**config.mk**
```make
export PLATFORM = sky130hd
export DESIGN_NAME = bcx_top
export DESIGN_NICKNAME = d
export VERILOG_FILES = /design/src/design/bcx_pkg.sv /design/src/design/bcx_top.sv
export SDC_FILE = /design/constraint.sdc
export NUM_CORES = 1
export LEC_CHECK = 0
export ABC_AREA = 1
export BUFFER_PORTS_ARGS = -buffer_cell sky130_fd_sc_hd__buf_2
export CAP_MARGIN = 30
export CORE_MARGIN = 2
export CORE_UTILIZATION = 53
export CTS_BUF_LIST = sky130_fd_sc_hd__clkbuf_8
export DETAILED_ROUTE_END_ITERATION = 7
export PLACE_DENSITY = 0.83
export RECOVER_POWER = 25
export SYNTH_ARGS = -nofsm -noshare
export SYNTH_HDL_FRONTEND = slang
export SYNTH_SLANG_ARGS = --single-unit
```
**constraint.sdc**
```tcl
create_clock -name mclk -period 1.45 [get_ports mclk]
set_input_delay 0.145 -clock mclk [delete_from_list [all_inputs] [get_ports mclk]]
set_output_delay 0.145 -clock mclk [all_outputs]
set_load 0.03 [all_outputs]
```
**src/design/bcx_pkg.sv**
```systemverilog
// Package with register map, field layout and oscillator control reset value of the bias/crystal bank
package bcx_pkg;
  localparam logic [7:0] BCX_OFF_BIAS_STS = 8'h00;
  localparam logic [7:0] BCX_OFF_XO_CTRL = 8'h04;
  localparam logic [7:0] BCX_OFF_IRQ_STS = 8'h08;
  localparam logic [7:0] BCX_OFF_IRQ_EN = 8'h0C;
  localparam logic [7:0] BCX_OFF_IRQ_CLR = 8'h10;
  localparam int BCX_DONE_BIT = 0;
  localparam int BCX_FAIL_BIT = 1;
  localparam int BCX_CODE_LSB = 2;
  localparam int BCX_EFF_LSB = 5;
  localparam int BCX_CMP_BIT = 8;
  localparam int BCX_XIN_LSB = 0;
  localparam int BCX_XO_RSV_LSB = 6;
  localparam int BCX_XOUT_LSB = 8;
  localparam int BCX_GAIN_LSB = 14;
  localparam int BCX_LDO_BIT = 16;
  localparam int BCX_SPARE_LSB = 17;
  localparam logic [18:0] BCX_XO_WMASK = 19'h7FFFF;
  localparam logic [18:0] BCX_XO_RESET = 19'h15F1F;
  localparam logic [1:0] BCX_RESP_OKAY = 2'h0;
  localparam logic [1:0] BCX_RESP_SLVERR = 2'h2;
  localparam int BCX_NUM_EVT = 2;
  typedef enum logic [1:0] {BCX_W_IDLE, BCX_W_RESP} bcx_wstate_type;
  typedef enum logic [1:0] {BCX_R_IDLE, BCX_R_DATA} bcx_rstate_type;
endpackage

```
**src/design/bcx_top.sv**
```systemverilog
// Bias calibration status and crystal oscillator control bank on AXI4-Lite
`timescale 1ns/1ps
`default_nettype none
module bcx_top
  import bcx_pkg::*;
(
  input wire logic mclk,
  input wire logic resetn,
  input wire logic [7:0] s_axi_awaddr,
  input wire logic s_axi_awvalid,
  output logic s_axi_awready,
  input wire logic [31:0] s_axi_wdata,
  input wire logic [3:0] s_axi_wstrb,
  input wire logic s_axi_wvalid,
  output logic s_axi_wready,
  output logic [1:0] s_axi_bresp,
  output logic s_axi_bvalid,
  input wire logic s_axi_bready,
  input wire logic [7:0] s_axi_araddr,
  input wire logic s_axi_arvalid,
  output logic s_axi_arready,
  output logic [31:0] s_axi_rdata,
  output logic [1:0] s_axi_rresp,
  output logic s_axi_rvalid,
  input wire logic s_axi_rready,
  input wire logic cal_done,
  input wire logic cal_fail,
  input wire logic [2:0] cal_code,
  input wire logic [2:0] cal_code_eff,
  input wire logic cal_cmp,
  output logic oscillator_regulator_enable,
  output logic [1:0] xo_gain_boost,
  output logic [5:0] xo_cap_out,
  output logic [5:0] xo_cap_in,
  output logic irq
);

  typedef struct packed {
    bcx_wstate_type wst;
    bcx_rstate_type rst;
    logic aw_got;
    logic w_got;
    logic [7:0] awaddr;
    logic [31:0] wdata;
    logic [3:0] wstrb;
    logic awready;
    logic wready;
    logic bvalid;
    logic [1:0] bresp;
    logic arready;
    logic rvalid;
    logic [31:0] rdata;
    logic [1:0] rresp;
    logic [18:0] xo;
    logic done_prev;
    logic [BCX_NUM_EVT-1:0] ists;
    logic [BCX_NUM_EVT-1:0] ien;
    logic irq;
  } bcx_state_type;

  bcx_state_type s_q, s_d;
  logic [15:0] bias_word;
  logic [31:0] wmask;
  logic [BCX_NUM_EVT-1:0] evt;
  logic [BCX_NUM_EVT-1:0] clr;

  always_comb begin
    // Status reads track live inputs; unused upper bits stay zero
    bias_word = '0;
    bias_word[BCX_DONE_BIT] = cal_done;
    bias_word[BCX_FAIL_BIT] = cal_fail;
    bias_word[BCX_CODE_LSB +: 3] = cal_code;
    bias_word[BCX_EFF_LSB +: 3] = cal_code_eff;
    bias_word[BCX_CMP_BIT] = cal_cmp;
    wmask = {{8{s_q.wstrb[3]}}, {8{s_q.wstrb[2]}}, {8{s_q.wstrb[1]}}, {8{s_q.wstrb[0]}}};
    // Events: calibration completes, and completes with failure
    evt[0] = cal_done & ~s_q.done_prev;
    evt[1] = cal_done & ~s_q.done_prev & cal_fail;
    clr = '0;

    s_d = s_q;
    s_d.done_prev = cal_done;

    // Write channel: address and data taken in either order
    if (s_axi_awvalid && s_q.awready) begin
      s_d.aw_got = 1'b1;
      s_d.awaddr = s_axi_awaddr;
      s_d.awready = 1'b0;
    end
    if (s_axi_wvalid && s_q.wready) begin
      s_d.w_got = 1'b1;
      s_d.wdata = s_axi_wdata;
      s_d.wstrb = s_axi_wstrb;
      s_d.wready = 1'b0;
    end
    case (s_q.wst)
      BCX_W_IDLE: begin
        if (s_q.aw_got && s_q.w_got) begin
          s_d.bresp = BCX_RESP_OKAY;
          case (s_q.awaddr)
            BCX_OFF_XO_CTRL: begin
              // Reserved read-only bits 31:19 are outside the stored field
              s_d.xo = (s_q.xo & ~(wmask[18:0] & BCX_XO_WMASK))
                     | (s_q.wdata[18:0] & wmask[18:0] & BCX_XO_WMASK);
            end
            BCX_OFF_IRQ_EN: begin
              if (s_q.wstrb[0]) begin
                s_d.ien = s_q.wdata[BCX_NUM_EVT-1:0];
              end
            end
            BCX_OFF_IRQ_CLR: begin
              if (s_q.wstrb[0]) begin
                clr = s_q.wdata[BCX_NUM_EVT-1:0];
              end
            end
            BCX_OFF_BIAS_STS, BCX_OFF_IRQ_STS: begin
              s_d.bresp = BCX_RESP_OKAY;
            end
            default: begin
              s_d.bresp = BCX_RESP_SLVERR;
            end
          endcase
          s_d.bvalid = 1'b1;
          s_d.aw_got = 1'b0;
          s_d.w_got = 1'b0;
          s_d.wst = BCX_W_RESP;
        end
      end
      BCX_W_RESP: begin
        if (s_axi_bready) begin
          s_d.bvalid = 1'b0;
          s_d.awready = 1'b1;
          s_d.wready = 1'b1;
          s_d.wst = BCX_W_IDLE;
        end
      end
      default: begin
        s_d.wst = BCX_W_IDLE;
      end
    endcase

    // Set wins over a clear arriving in the same cycle
    s_d.ists = (s_q.ists & ~clr) | evt;
    s_d.irq = |(s_d.ists & s_d.ien);

    case (s_q.rst)
      BCX_R_IDLE: begin
        if (s_axi_arvalid) begin
          s_d.arready = 1'b0;
          s_d.rvalid = 1'b1;
          s_d.rresp = BCX_RESP_OKAY;
          s_d.rdata = '0;
          // Narrow registers sit in the low bits; the rest of the word reads zero
          case (s_axi_araddr)
            BCX_OFF_BIAS_STS: begin
              s_d.rdata[15:0] = bias_word;
            end
            BCX_OFF_XO_CTRL: begin
              s_d.rdata[18:0] = s_q.xo;
            end
            BCX_OFF_IRQ_STS: begin
              s_d.rdata[BCX_NUM_EVT-1:0] = s_q.ists;
            end
            BCX_OFF_IRQ_EN: begin
              s_d.rdata[BCX_NUM_EVT-1:0] = s_q.ien;
            end
            BCX_OFF_IRQ_CLR: begin
              // Clear register is write-only
              s_d.rdata = '0;
            end
            default: begin
              s_d.rresp = BCX_RESP_SLVERR;
            end
          endcase
          s_d.rst = BCX_R_DATA;
        end
      end
      BCX_R_DATA: begin
        if (s_axi_rready) begin
          s_d.rvalid = 1'b0;
          s_d.arready = 1'b1;
          s_d.rst = BCX_R_IDLE;
        end
      end
      default: begin
        s_d.rst = BCX_R_IDLE;
      end
    endcase
  end

  always_ff @(posedge mclk or negedge resetn) begin
    if (!resetn) begin
      s_q <= '0;
      s_q.wst <= BCX_W_IDLE;
      s_q.rst <= BCX_R_IDLE;
      s_q.awready <= 1'b1;
      s_q.wready <= 1'b1;
      s_q.arready <= 1'b1;
      s_q.xo <= BCX_XO_RESET;
    end else begin
      s_q <= s_d;
    end
  end

  assign s_axi_awready = s_q.awready;
  assign s_axi_wready = s_q.wready;
  assign s_axi_bvalid = s_q.bvalid;
  assign s_axi_bresp = s_q.bresp;
  assign s_axi_arready = s_q.arready;
  assign s_axi_rvalid = s_q.rvalid;
  assign s_axi_rdata = s_q.rdata;
  assign s_axi_rresp = s_q.rresp;
  assign oscillator_regulator_enable = s_q.xo[BCX_LDO_BIT];
  assign xo_gain_boost = s_q.xo[BCX_GAIN_LSB +: 2];
  assign xo_cap_out = s_q.xo[BCX_XOUT_LSB +: 6];
  assign xo_cap_in = s_q.xo[BCX_XIN_LSB +: 6];
  assign irq = s_q.irq;

endmodule
`default_nettype wire

```
# --- Word-level counts from Yosys, hierarchy flattened ---
# Index checks and enable logic that the tools add are counted.
classes:
  n_reduce_logical: 19
  eq_ne: 14
  n_mux: 32
  n_bitwise: 11
ops:
  columns: ["op", "count"]
  rows:
  - ["$and A19 B19 Y19", 2]
  - ["$mux W2", 18]
  - ["$mux W36", 1]
  - ["$eq A8 B4 Y1 const B", 4]
  - ["$pmux W14 S2", 1]
  - ["$not A19 Y19", 1]
  - ["$or A19 B19 Y19", 1]
  - ["$eq A8 B3 Y1 const B", 2]
  - ["$eq A8 B5 Y1 const B", 2]
  - ["$logic_not A8 Y1", 2]
  - ["$pmux W2 S2", 3]
  - ["$reduce_or A5 Y1", 2]
  - ["$mux W3", 3]
  - ["$reduce_and A3 Y1", 3]
  - ["$ne A2 B2 Y1 const B", 4]
  - ["$pmux W2 S4", 1]
  - ["$reduce_and A2 Y1", 4]
  - ["$and A2 B2 Y2", 2]
  - ["$eq A2 B1 Y1 const B", 2]
  - ["$logic_not A2 Y1", 2]
  - ["$mux W1", 4]
  - ["$reduce_bool A2 Y1", 2]
  - ["$logic_and A1 B1 Y1", 3]
  - ["$and A1 B1 Y1", 2]
  - ["other kinds (5)", 5]
word_totals:
  out_inout_bits: 57
  elab_cells: 96
  reg_bits: 89
  in_bits: 68

# --- Longest topological paths before layout ---
# Gate-level depths: netlist (run 1).
logic_depth:
  word_depth: 9
  ltp_mapped: 8
  depth_no_buf: 8

# --- Least setup slack after synthesis (run 1) ---
# No wires, ideal clock.
synth_path:
  kind: "register to register"
  startpoint: "register s_q, in the netlist s_axi_wready"
  endpoint: "register s_q[66] (netlist bit)"
  setup_ns: 0.133
  t_required_ns: 1.317
  synth_period_minus_slack_ns: 1.341
  stages_incl_launch_ff: 5
  arrival_ns: 1.208
  slack_ns: 0.109
  n_path_buf: 1
  path_cell_list: "dfstp_2 -> nand2_1 -> inv_1 -> clkbuf_1 -> o21ai_0"
synth_via:
  elab_chain_cells: 1
synth_lines:
  columns: ["item", "line", "rtl"]
  rows:
  - ["from (decl)", "bcx_top.sv:61", "bcx_state_type s_q, s_d;"]
  - ["$logic_and A1 B1 Y1", "bcx_top.sv:90", "if (s_axi_wvalid && s_q.wready) begin"]
# Every way passes these cells.
# A chain may end at the register's enable or synchronous reset.

==> flow_metrics.py, run 1 <==
metrics = {
    "outcome": {
        "outcome": "finished with violations",
        "violations": "negative setup slack",
    },
    "worst_setup_path": {
        "worst_setup_path_end_kind": "flop",
        "rr_worst_depth": 8,
        "start_kind": "flop",
        "worstReg2RegStart": "s_q[114]$_DFFE_PN0P_",
        "crit_arrival_ns": 1.70,
        "crit_start": "s_q[114]$_DFFE_PN0P_",
        "cp_max_fo": 8,
        "critPathRequiredTime_ns": 1.69,
        "r2r_setup_slack_ns": -0.02,
        "crit_type": "reg2reg",
    },
    "min_path": {
        "min_from": "s_axi_wdata[9]",
        "min_to": "s_q[79]$_DFFE_PN0P_",
        "holdPathStages": 3,
        "hold_class": "in2reg",
    },
    "global_route": {
        "grt_max_degree": 37,
        "grt_pass1_vias": 3004,
        "grt_first_pass_wirelength_um": 13700,
        "antenna_found_initial": 1,
        "gr-total-overflow": 0,
        "grt_usage_pct": 20.6,
    },
    "timing": {
        "slew_headroom_pct": 62.4,
        "max_freq_ghz": 0.682,
        "worst_pin_slew_ns": 0.564,
        "hold_ws_ns": 0.0164,
        "post-route-min-period_ns": 1.47,
        "finalCritPeriodShare_pct": 101,
        "fin_skew_ns": 0.00669,
        "setup_ws_ns": -0.0155,
        "finalSetupViolations": 9,
        "finalMaxSlewViolations": 0,
        "finalHoldViolations": 0,
        "finalSetupTns_ns": -0.0501,
        "rsz0062_at_grt": "yes",
    },
    "detailed_routing": {
        "routed_wl_um": 8540,
        "antenna_left": 0,
        "viasPerCell": 4.85,
        "drt_iter0_markers": 205,
        "drc": 0,
        "firstDrtPassIters": 5,
        "post_drt_wl_per_cell_um": 13.2,
        "vias": 3133,
    },
    "placement": {
        "gp_congestion": 0.861,
        "io_buffers": 95,
        "place_area_mm2": 0.00433,
        "dp_hpwl_um": 5790,
        "dpl_worst_slack_ns": -0.0226,
        "dpl.cell_count": 607,
    },
    "pwr": {
        "leakage_nw": 2.47,
        "ir_drop_mv": 0.810,
        "power_density_mw_per_mm2": 1520,
        "total_power_mw": 7.38,
    },
    "cts": {
        "cts.htree.levels": 3,
        "clockBufferDepth": 2,
        "cts_sinks": 85,
        "cts_root_buf": "clkbuf_8",
        "cts_tree": "built",
        "cts_made_buffers": 9,
        "clkTransAtPathRegs_ns": 0.08,
        "clk_latency_ns": 0.34,
    },
    "final_layout": {
        "num_antenna_cells": 0,
        "areaGrowthSynthToFinish_pct": 22.4,
        "fillers": 583,
        "stdcell_area_mm2": 0.00485,
        "instances_no_fill": 646,
        "drive_gt1_share_pct": 33.8,
        "post-route-util_pct": 66.8,
        "final_nets": 610,
    },
    "yosys": {
        "synth_area_mm2": 0.00396,
        "ys_seq_area_share_pct": 54.2,
        "yosysWarnings": 0,
        "syn-instance-count": 447,
        "netlist.area_leader.share_pct": 44.2,
        "ys_types": 26,
        "ys_ff_latch": 85,
        "synth_area_per_cell_um2": 8.86,
        "yosys-top-cells-area": "dfrtp_1 (44%), nand2_1 (12%), dfstp_2 (9.9%)",
        "yosysTopAreaCell": "dfrtp_1",
    },
    "die": {
        "chipWidth_um": 90.5,
        "coreArea_mm2": 0.00725,
        "io-pin-count": 125,
        "rows": 31,
        "initial_core_util_pct": 54.6,
        "dieArea_mm2": 0.00818,
        "die_y_um": 90.5,
    },
    "job": {
        "maxCapViolations": 0,
    },
}
==> Yosys cell counts (all sizes together) <==
| cell | count |
|---|---|
| nand2 | 134 |
| nor2 | 25 |
| buf | 55 |
| nand3b | 1 |
| dfrtp | 70 |
| o31ai | 1 |
| conb | 1 |
| nor3b | 1 |
| clkinv | 1 |
| dfstp | 15 |
| inv | 37 |
| nor3 | 2 |
| nand3 | 20 |
| clkbuf | 7 |
| a21oi | 15 |
| o21ai | 62 |
==> worst max path at each step <==
stage / endpoint / depth (start not counted)
after floorplan: s_q[66]$_DFFE_PN0P_ / 4
after global placement: flop / 7
after detailed placement: flop / 6
after CTS: flop / 8
after global routing: flop / 8
final: flop / 8
==> worst max-delay path, cell delays in order (launching register included) <==
cell     delay (ns)
dfrtp_1        0.40
inv_2          0.09
nand3_4        0.10
nor3b_4        0.25
buf_4          0.15
nand3_4        0.10
buf_12         0.17
nand2_4        0.05
o21ai_2        0.05
==> metal layers <==
| metal | part of all wire (%) | vias to the layer above | GRT usage (%) |
|---|---|---|---|
| li1 | - | 1539 | - |
| met1 | 43 | 1464 | 26.8 |
| met2 | 49 | 116 | 34.1 |
| met3 | 5.9 | 14 | 4.01 |
| met4 | 1.8 | 0 | 7.95 |
| met5 | 0 | - | 0 |
==> layout make-up <==
class | instances | area (um^2) | share of cell area (%)
clock buffer | 10 | 138 | 2.84
tap | 99 | 124 | 2.55
sequential | 85 | 2150 | 44.3
inverter | 38 | 143 | 2.94
multi-input combinational | 276 | 1370 | 28.3
clock inverter | 6 | 53.8 | 1.11
timing repair buffer | 132 | 871 | 18.0
==> layout by cell type (no fill, tap or decap), drive strengths merged, types with 20 or more instances in the layout <==
master / n
o21ai: 62
inv: 38
nand2: 134
buf: 113
nor2: 25
dfrtp: 70
nand3: 20
==> logic make-up (layout without fill, tap and decap cells) <==
group | Yosys count | after routing | synth area share [%]
buffers and inverters | 100 | 186 | 14.7
other | 1 | 15 | 0.0946
DFF | 85 | 85 | 54.2
and+or+nand+nor | 183 | 183 | 19.7
AOI/OAI and AO/OA | 78 | 78 | 11.4
==> where the power goes <==
group | leakage [nW] | internal (mW) | switching (mW) | total (mW)
clock network | 0.107 | 0.826 | 0.787 | 1.61
logic | 1.32 | 0.803 | 1.44 | 2.24
registers | 1.04 | 3.08 | 0.442 | 3.52
==> repair_timing <==
action,in CTS,in global routing
buffers inserted,3,4
gates cloned,1,1
resized for setup,10,16
hold buffers,13,1
hold endpoints to repair,33,1
pin swaps,4,6
endpoints found under the setup margin,7,21
(Power assumes the default switching activity.)
==> run 2: changes to the inputs <==
Settings changed: ABC_AREA 1 to default, CAP_MARGIN 30 to 20, CORE_UTILIZATION 53 to 52, PLACE_DENSITY 0.83 to 0.82.
==> run 2 against run 1 <==
Effect of this change:
- power decreased by 1.6%
- via count down 24%
- non-clock buffer count shrank 14
- final area down 6.7%
- highest routed layer unchanged
- final cell count down 26%
- register-to-register slack worse by 0.45 ns
- area after synthesis down 4.8%
- the flow still finishes with violations (negative setup slack)
- flip-flop and latch count unchanged
- largest power group unchanged
==> flow_metrics.py, run 2 <==
metrics = {
    "job": {
        "maxCapViolations": 0,
    },
    "yosys": {
        "ys_types": 36,
        "netlist.area_leader.share_pct": 46.4,
        "yosysWarnings": 0,
        "synth-edff-count": 0,
        "ys_ff_latch": 85,
        "syn-instance-count": 289,
        "netlist_top_cells_count": "dfrtp_1 (70), mux2_2 (51), buf_4 (50), o21ai_0 (17)",
        "yosysTopAreaCell": "dfrtp_1",
        "yosys-top-cells-area": "dfrtp_1 (46%), mux2_2 (15%), dfstp_2 (10%)",
        "yosysMostFrequentCell": "dfrtp_1",
        "synth_area_per_cell_um2": 13.1,
        "ys.flop_type": "dfrtp_1",
        "synthArstFlopShare_pct": 100,
        "ys_seq_area_share_pct": 56.9,
        "synth_area_mm2": 0.00377,
    },
    "timing": {
        "post-route-min-period_ns": 1.92,
        "finalCritPeriodShare_pct": 132,
        "hold_ws_ns": 0.0126,
        "finalSetupViolations": 24,
        "rsz0062_at_grt": "yes",
        "fin_skew_ns": 0.0104,
        "slew_headroom_pct": 26.1,
        "max_freq_ghz": 0.521,
        "finalMaxSlewViolations": 0,
        "setup_ws_ns": -0.470,
        "finalHoldViolations": 0,
        "worst_pin_slew_ns": 1.11,
    },
    "detailed_routing": {
        "drc": 0,
        "drt_iter0_markers": 62,
        "routed_wl_um": 6980,
        "antenna_left": 0,
        "post_drt_wl_per_cell_um": 14.6,
        "vias": 2380,
        "viasPerCell": 4.97,
        "firstDrtPassIters": 4,
    },
    "die": {
        "rows": 31,
        "coreArea_mm2": 0.00714,
        "die_y_um": 89.2,
        "dieArea_mm2": 0.00795,
        "initial_core_util_pct": 52.9,
        "chipWidth_um": 89.2,
        "io-pin-count": 125,
    },
    "final_layout": {
        "drive_gt1_share_pct": 52.9,
        "areaGrowthSynthToFinish_pct": 19.9,
        "instances_no_fill": 479,
        "final_cell_mix": "buf_2 (92), dfrtp_1 (70), mux2_2 (48)",
        "num_antenna_cells": 0,
        "final_common_cell": "buf_2",
        "final_nets": 443,
    },
    "global_route": {
        "grt_first_pass_wirelength_um": 11200,
        "gr-total-overflow": 0,
        "grt_usage_pct": 18.8,
        "grt_pass1_vias": 2422,
        "antenna_found_initial": 0,
        "grt_max_degree": 86,
    },
    "cts": {
        "cts.htree.levels": 3,
        "cts_tree": "built",
        "cts_made_buffers": 9,
        "cts_root_buf": "clkbuf_8",
        "clockBufferDepth": 2,
        "cts_sinks": 85,
        "clk_latency_ns": 0.35,
        "clkTransAtPathRegs_ns": 0.09,
    },
    "min_path": {
        "min_from": "s_axi_rready",
        "hold_class": "in2reg",
        "holdPathStages": 2,
        "min_to": "s_q[112]$_DFFE_PN0P_",
    },
    "placement": {
        "io_buffers": 95,
        "dpl.cell_count": 457,
        "dpl_worst_slack_ns": -0.519,
        "dp_hpwl_um": 5210,
        "gp_congestion": 0.795,
    },
    "worst_setup_path": {
        "r2r_setup_slack_ns": -0.47,
        "crit_type": "reg2reg",
        "worstReg2RegStart": "s_q[108]$_DFFE_PN0P_",
        "cp_max_fo": 8,
        "crit_arrival_ns": 2.15,
        "start_kind": "flop",
        "worst_setup_path_end_kind": "flop",
        "critPathRequiredTime_ns": 1.68,
        "rr_worst_depth": 5,
    },
    "pwr": {
        "leakage_nw": 2.25,
        "power_density_mw_per_mm2": 1610,
        "ir_drop_mv": 1.07,
    },
    "outcome": {
        "outcome": "finished with violations",
        "violations": "negative setup slack",
    },
}
run 2: changes by cell type in the layout (fill, tap and decap cells not counted), moves of 6 or more:
cell and delta:
nand3_1 -16, nand2_4 -6, inv_1 -28, mux2_2 +48, dlygate4sd3_1 -8, a22o_1 +10
nand2_1 -108, o21ai_2 -16, nor2_1 -14, mux2i_1 +7, a21oi_1 -13, o21ai_0 -28
run 2: critical path: stages, from the launching register on:
cell and delay [ns]:
dfrtp_1 0.39, or4_4 0.59, nor4_4 0.19, buf_4 0.19, nand3_4 0.13, mux2_2 0.31
run 2: worst max-delay path by stage:
stage                                     from       endpoint  slack, ns
after global routing      s_q[108]$_DFFE_PN0P_           flop      -0.57
after detailed placement  s_q[102]$_DFFE_PN0P_           flop      -0.52
after CTS                 s_q[108]$_DFFE_PN0P_           flop      -0.50
final                     s_q[108]$_DFFE_PN0P_           flop      -0.47
after floorplan           s_q[102]$_DFFE_PN0P_  irq$_DFF_PN0_      -0.49
after global placement    s_q[102]$_DFFE_PN0P_           flop      -0.47
run 2: metal layers:
| layer | share of wire (%) | vias up | wire (um) | GRT usage (%) |
|---|---|---|---|---|
| met4 | 0.92 | 0 | 64 | 7.06 |
| met5 | 0 | - | 0 | 0 |
| li1 | - | 1115 | - | - |
| met1 | 41 | 1178 | 2850 | 22.5 |
| met2 | 52 | 81 | 3600 | 32.7 |
| met3 | 6.5 | 6 | 452 | 4.89 |
run 2: stage by stage:
| step | TNS, ns | instance area, um^2 | utilization [%] | power (mW) |
|---|---|---|---|---|
| floorplan | -10.10 | 3850 | - | 4.61 |
| global placement | -9.42 | 4210 | 58.9 | 5.09 |
| detailed placement | -10.55 | 4210 | 58.9 | 5.20 |
| CTS | -10.03 | 4530 | 63.4 | 7.34 |
| global route | -21.98 | 4520 | 63.4 | 7.67 |
| finish | -9.49 | 4520 | 63.4 | 7.26 |
run 2: cell type report:
| type | instances | area [um^2] |
|---|---|---|
| fill | 586 | 2610 |
| sequential | 85 | 2150 |
| multi-input combinational | 153 | 1290 |
| timing repair buffer | 118 | 676 |
| clock inverter | 7 | 139 |
| clock buffer | 9 | 124 |
| tap | 99 | 124 |
| inverter | 8 | 30.0 |
run 2: logic make-up after synthesis:
kind of cell | synth area share, %
flops | 56.9
buf+inv | 11.4
mux | 18.3
simple gates | 6.63
compound gates | 6.67
other cells | 0.0994
run 2: what timing repair did:
action | 4_1_cts | 5_1_grt
setup endpoints to repair | 24 | 24
hold buffers | 6 | 0
cloned | 0 | 0
gates resized for setup | 0 | 2
setup buffers | 0 | 0
pin swaps | 3 | 1
hold endpoints to repair | 75 | 0
run 2: power by group:
part	switching (mW)	internal [mW]	total (mW)
registers	0.387	3.02	3.40
clock network	0.803	1.31	2.11
logic	0.882	0.865	1.75
total	2.07	5.19	7.26
==> run 3: changes to the inputs <==
Settings changed: CELL_PAD_IN_SITES_DETAIL_PLACEMENT from default to 0, CELL_PAD_IN_SITES_GLOBAL_PLACEMENT from default to 1, CORE_UTILIZATION 52 to 41, PLACE_DENSITY 0.82 to default, PLACE_DENSITY_LB_ADDON from default to 0.1.
==> run 3 against run 2 <==
Effect of this change:
- the flow still finishes with violations (negative setup slack)
- highest routed layer unchanged
- final cell count rose by 3.1%
- worst hold slack improved by 0.011 ns
- clock skew fell by 0.0022 ns
==> flow_metrics.py, run 3 (same netlist as run 2, synthesis figures left out) <==
metrics = {
    "die": {
        "io-pin-count": 125,
        "die_y_um": 99.9,
        "dieArea_mm2": 0.00998,
        "chipWidth_um": 99.9,
        "coreArea_mm2": 0.00906,
        "initial_core_util_pct": 41.6,
        "rows": 35,
    },
    "timing": {
        "worst_pin_slew_ns": 0.769,
        "finalMaxSlewViolations": 0,
        "finalCritPeriodShare_pct": 136,
        "fin_skew_ns": 0.00823,
        "finalSetupViolations": 24,
        "rsz0062_at_grt": "yes",
        "slew_headroom_pct": 48.7,
        "max_freq_ghz": 0.508,
        "hold_ws_ns": 0.0233,
        "finalHoldViolations": 0,
        "finalSetupTns_ns": -10.27,
        "post-route-min-period_ns": 1.97,
        "setup_ws_ns": -0.517,
    },
    "worst_setup_path": {
        "start_kind": "flop",
        "critPathSlowestCell": "or4_4",
        "critPathRequiredTime_ns": 1.68,
        "cp_max_fo": 3,
        "r2r_setup_slack_ns": -0.52,
        "rr_worst_depth": 4,
        "timing.rr.end": "irq$_DFF_PN0_",
        "crit_start": "s_q[102]$_DFFE_PN0P_",
        "worstReg2RegStart": "s_q[102]$_DFFE_PN0P_",
        "cp_slowest_stage_delay_ns": 0.58,
        "crit_arrival_ns": 2.20,
        "worst_setup_path_end_kind": "flop",
        "crit_end": "irq$_DFF_PN0_",
        "crit_type": "reg2reg",
        "path_cells": "or4_4, nor4_4, mux2_4, a32o_1",
    },
    "pwr": {
        "ir_drop_mv": 0.745,
        "sw_frac_of_total_pct": 30.8,
        "switching_power_mw": 2.14,
        "clkPwrFrac_pct": 24.9,
        "p_comb_share_pct": 26.0,
        "power_density_mw_per_mm2": 1530,
        "leakage_nw": 2.25,
        "intPower_mw": 4.79,
        "p_seq_share_pct": 49.0,
        "total_power_mw": 6.93,
    },
    "global_route": {
        "grt_pass1_vias": 2237,
        "grt_usage_pct": 15.1,
        "gr-total-overflow": 0,
        "grt.busiest_layer": "met2",
        "antenna_found_initial": 0,
        "met3_usage_pct": 2.92,
        "met1_usage_pct": 21.8,
        "grt_max_degree": 86,
        "grt_first_pass_wirelength_um": 11700,
        "grt_use_met2_pct": 22.5,
    },
    "detailed_routing": {
        "drt_iter0_markers": 86,
        "viasPerCell": 4.70,
        "firstDrtPassIters": 4,
        "routed_wl_um": 7160,
        "vias": 2324,
        "post_drt_wl_per_cell_um": 14.5,
        "drc": 0,
        "antenna_left": 0,
    },
    "final_layout": {
        "num_antenna_cells": 0,
        "areaGrowthSynthToFinish_pct": 20.1,
        "drive_gt1_share_pct": 53.3,
        "final_cell_mix": "buf_2 (92), dfrtp_1 (70), mux2_2 (47)",
        "final_common_cell": "buf_2",
        "fillers": 823,
        "final_nets": 446,
    },
    "placement": {
        "gp_congestion": 0.699,
        "dp_hpwl_um": 5220,
        "io_buffers": 95,
    },
    "cts": {
        "cts_tree": "built",
        "clockBufferDepth": 2,
        "cts_sinks": 85,
        "clkTransAtPathRegs_ns": 0.09,
        "cts_made_buffers": 9,
        "cts.htree.levels": 3,
        "cts_root_buf": "clkbuf_8",
        "clk_latency_ns": 0.34,
    },
    "min_path": {
        "hold_class": "in2reg",
        "holdPathStages": 2,
    },
    "outcome": {
        "violations": "negative setup slack",
        "outcome": "finished with violations",
    },
    "job": {
        "maxCapViolations": 0,
    },
}
==> run 3: how the worst min path moves through the flow <==
stage,start,end
after floorplan,resetn,async pin
after global placement,resetn,s_axi_rdata[5]$_DFFE_PN0P_
after detailed placement,resetn,s_axi_rvalid$_DFFE_PN0P_
after CTS,s_axi_wdata[14],s_q[84]$_DFFE_PN0P_
after global routing,s_axi_wdata[12],s_q[82]$_DFFE_PN0P_
final,s_axi_wdata[6],s_q[76]$_DFFE_PN0P_
==> run 3: through the flow <==
stage	cell area [um^2]	setup WS (ns)	instances	utilization (%)
floorplan	3850	-0.487	303	-
CTS	4520	-0.503	492	49.9
finish	4530	-0.517	494	50.0
global route	4530	-0.609	494	50.0
global placement	4230	-0.491	468	46.6
detailed placement	4230	-0.511	468	46.6
==> run 3: worst max-delay path: cells and delay by family (launching register included) <==
family	cells	cell delay, ns
DFF	1	0.38
and+or+nand+nor	2	0.88
AOI/OAI and AO/OA	1	0.25
muxes	1	0.34
==> run 3: power by group through the flow <==
stage	combinational (mW)	clock, mW	sequential, mW
floorplan	1.14	0	3.47
global placement	1.72	0	3.43
detailed placement	1.75	0	3.45
CTS	1.79	1.81	3.41
global route	1.96	1.90	3.49
finish	1.80	1.73	3.40
==> run 3: routing by layer <==
metal	wire, um	up-vias
met5	0	-
met4	95	0
met3	315	9
met2	3270	63
met1	3480	1126
li1	-	1126
==> run 3: cell type report <==
cell class,count,area [um^2],share of cell area [%]
timing repair buffer,121,717,15.8
sequential,85,2150,47.4
tap,111,139,3.07
inverter,8,30.0,0.663
multi-input combinational,153,1290,28.5
clock buffer,10,138,3.04
clock inverter,6,71.3,1.57
==> run 3: what timing repair did <==
action,in CTS,in global routing
endpoints found under the setup margin,24,24
gates resized for setup,2,1
endpoints found under the hold margin,76,0
hold buffers,7,0
pin swaps,1,2
setup buffers,1,2
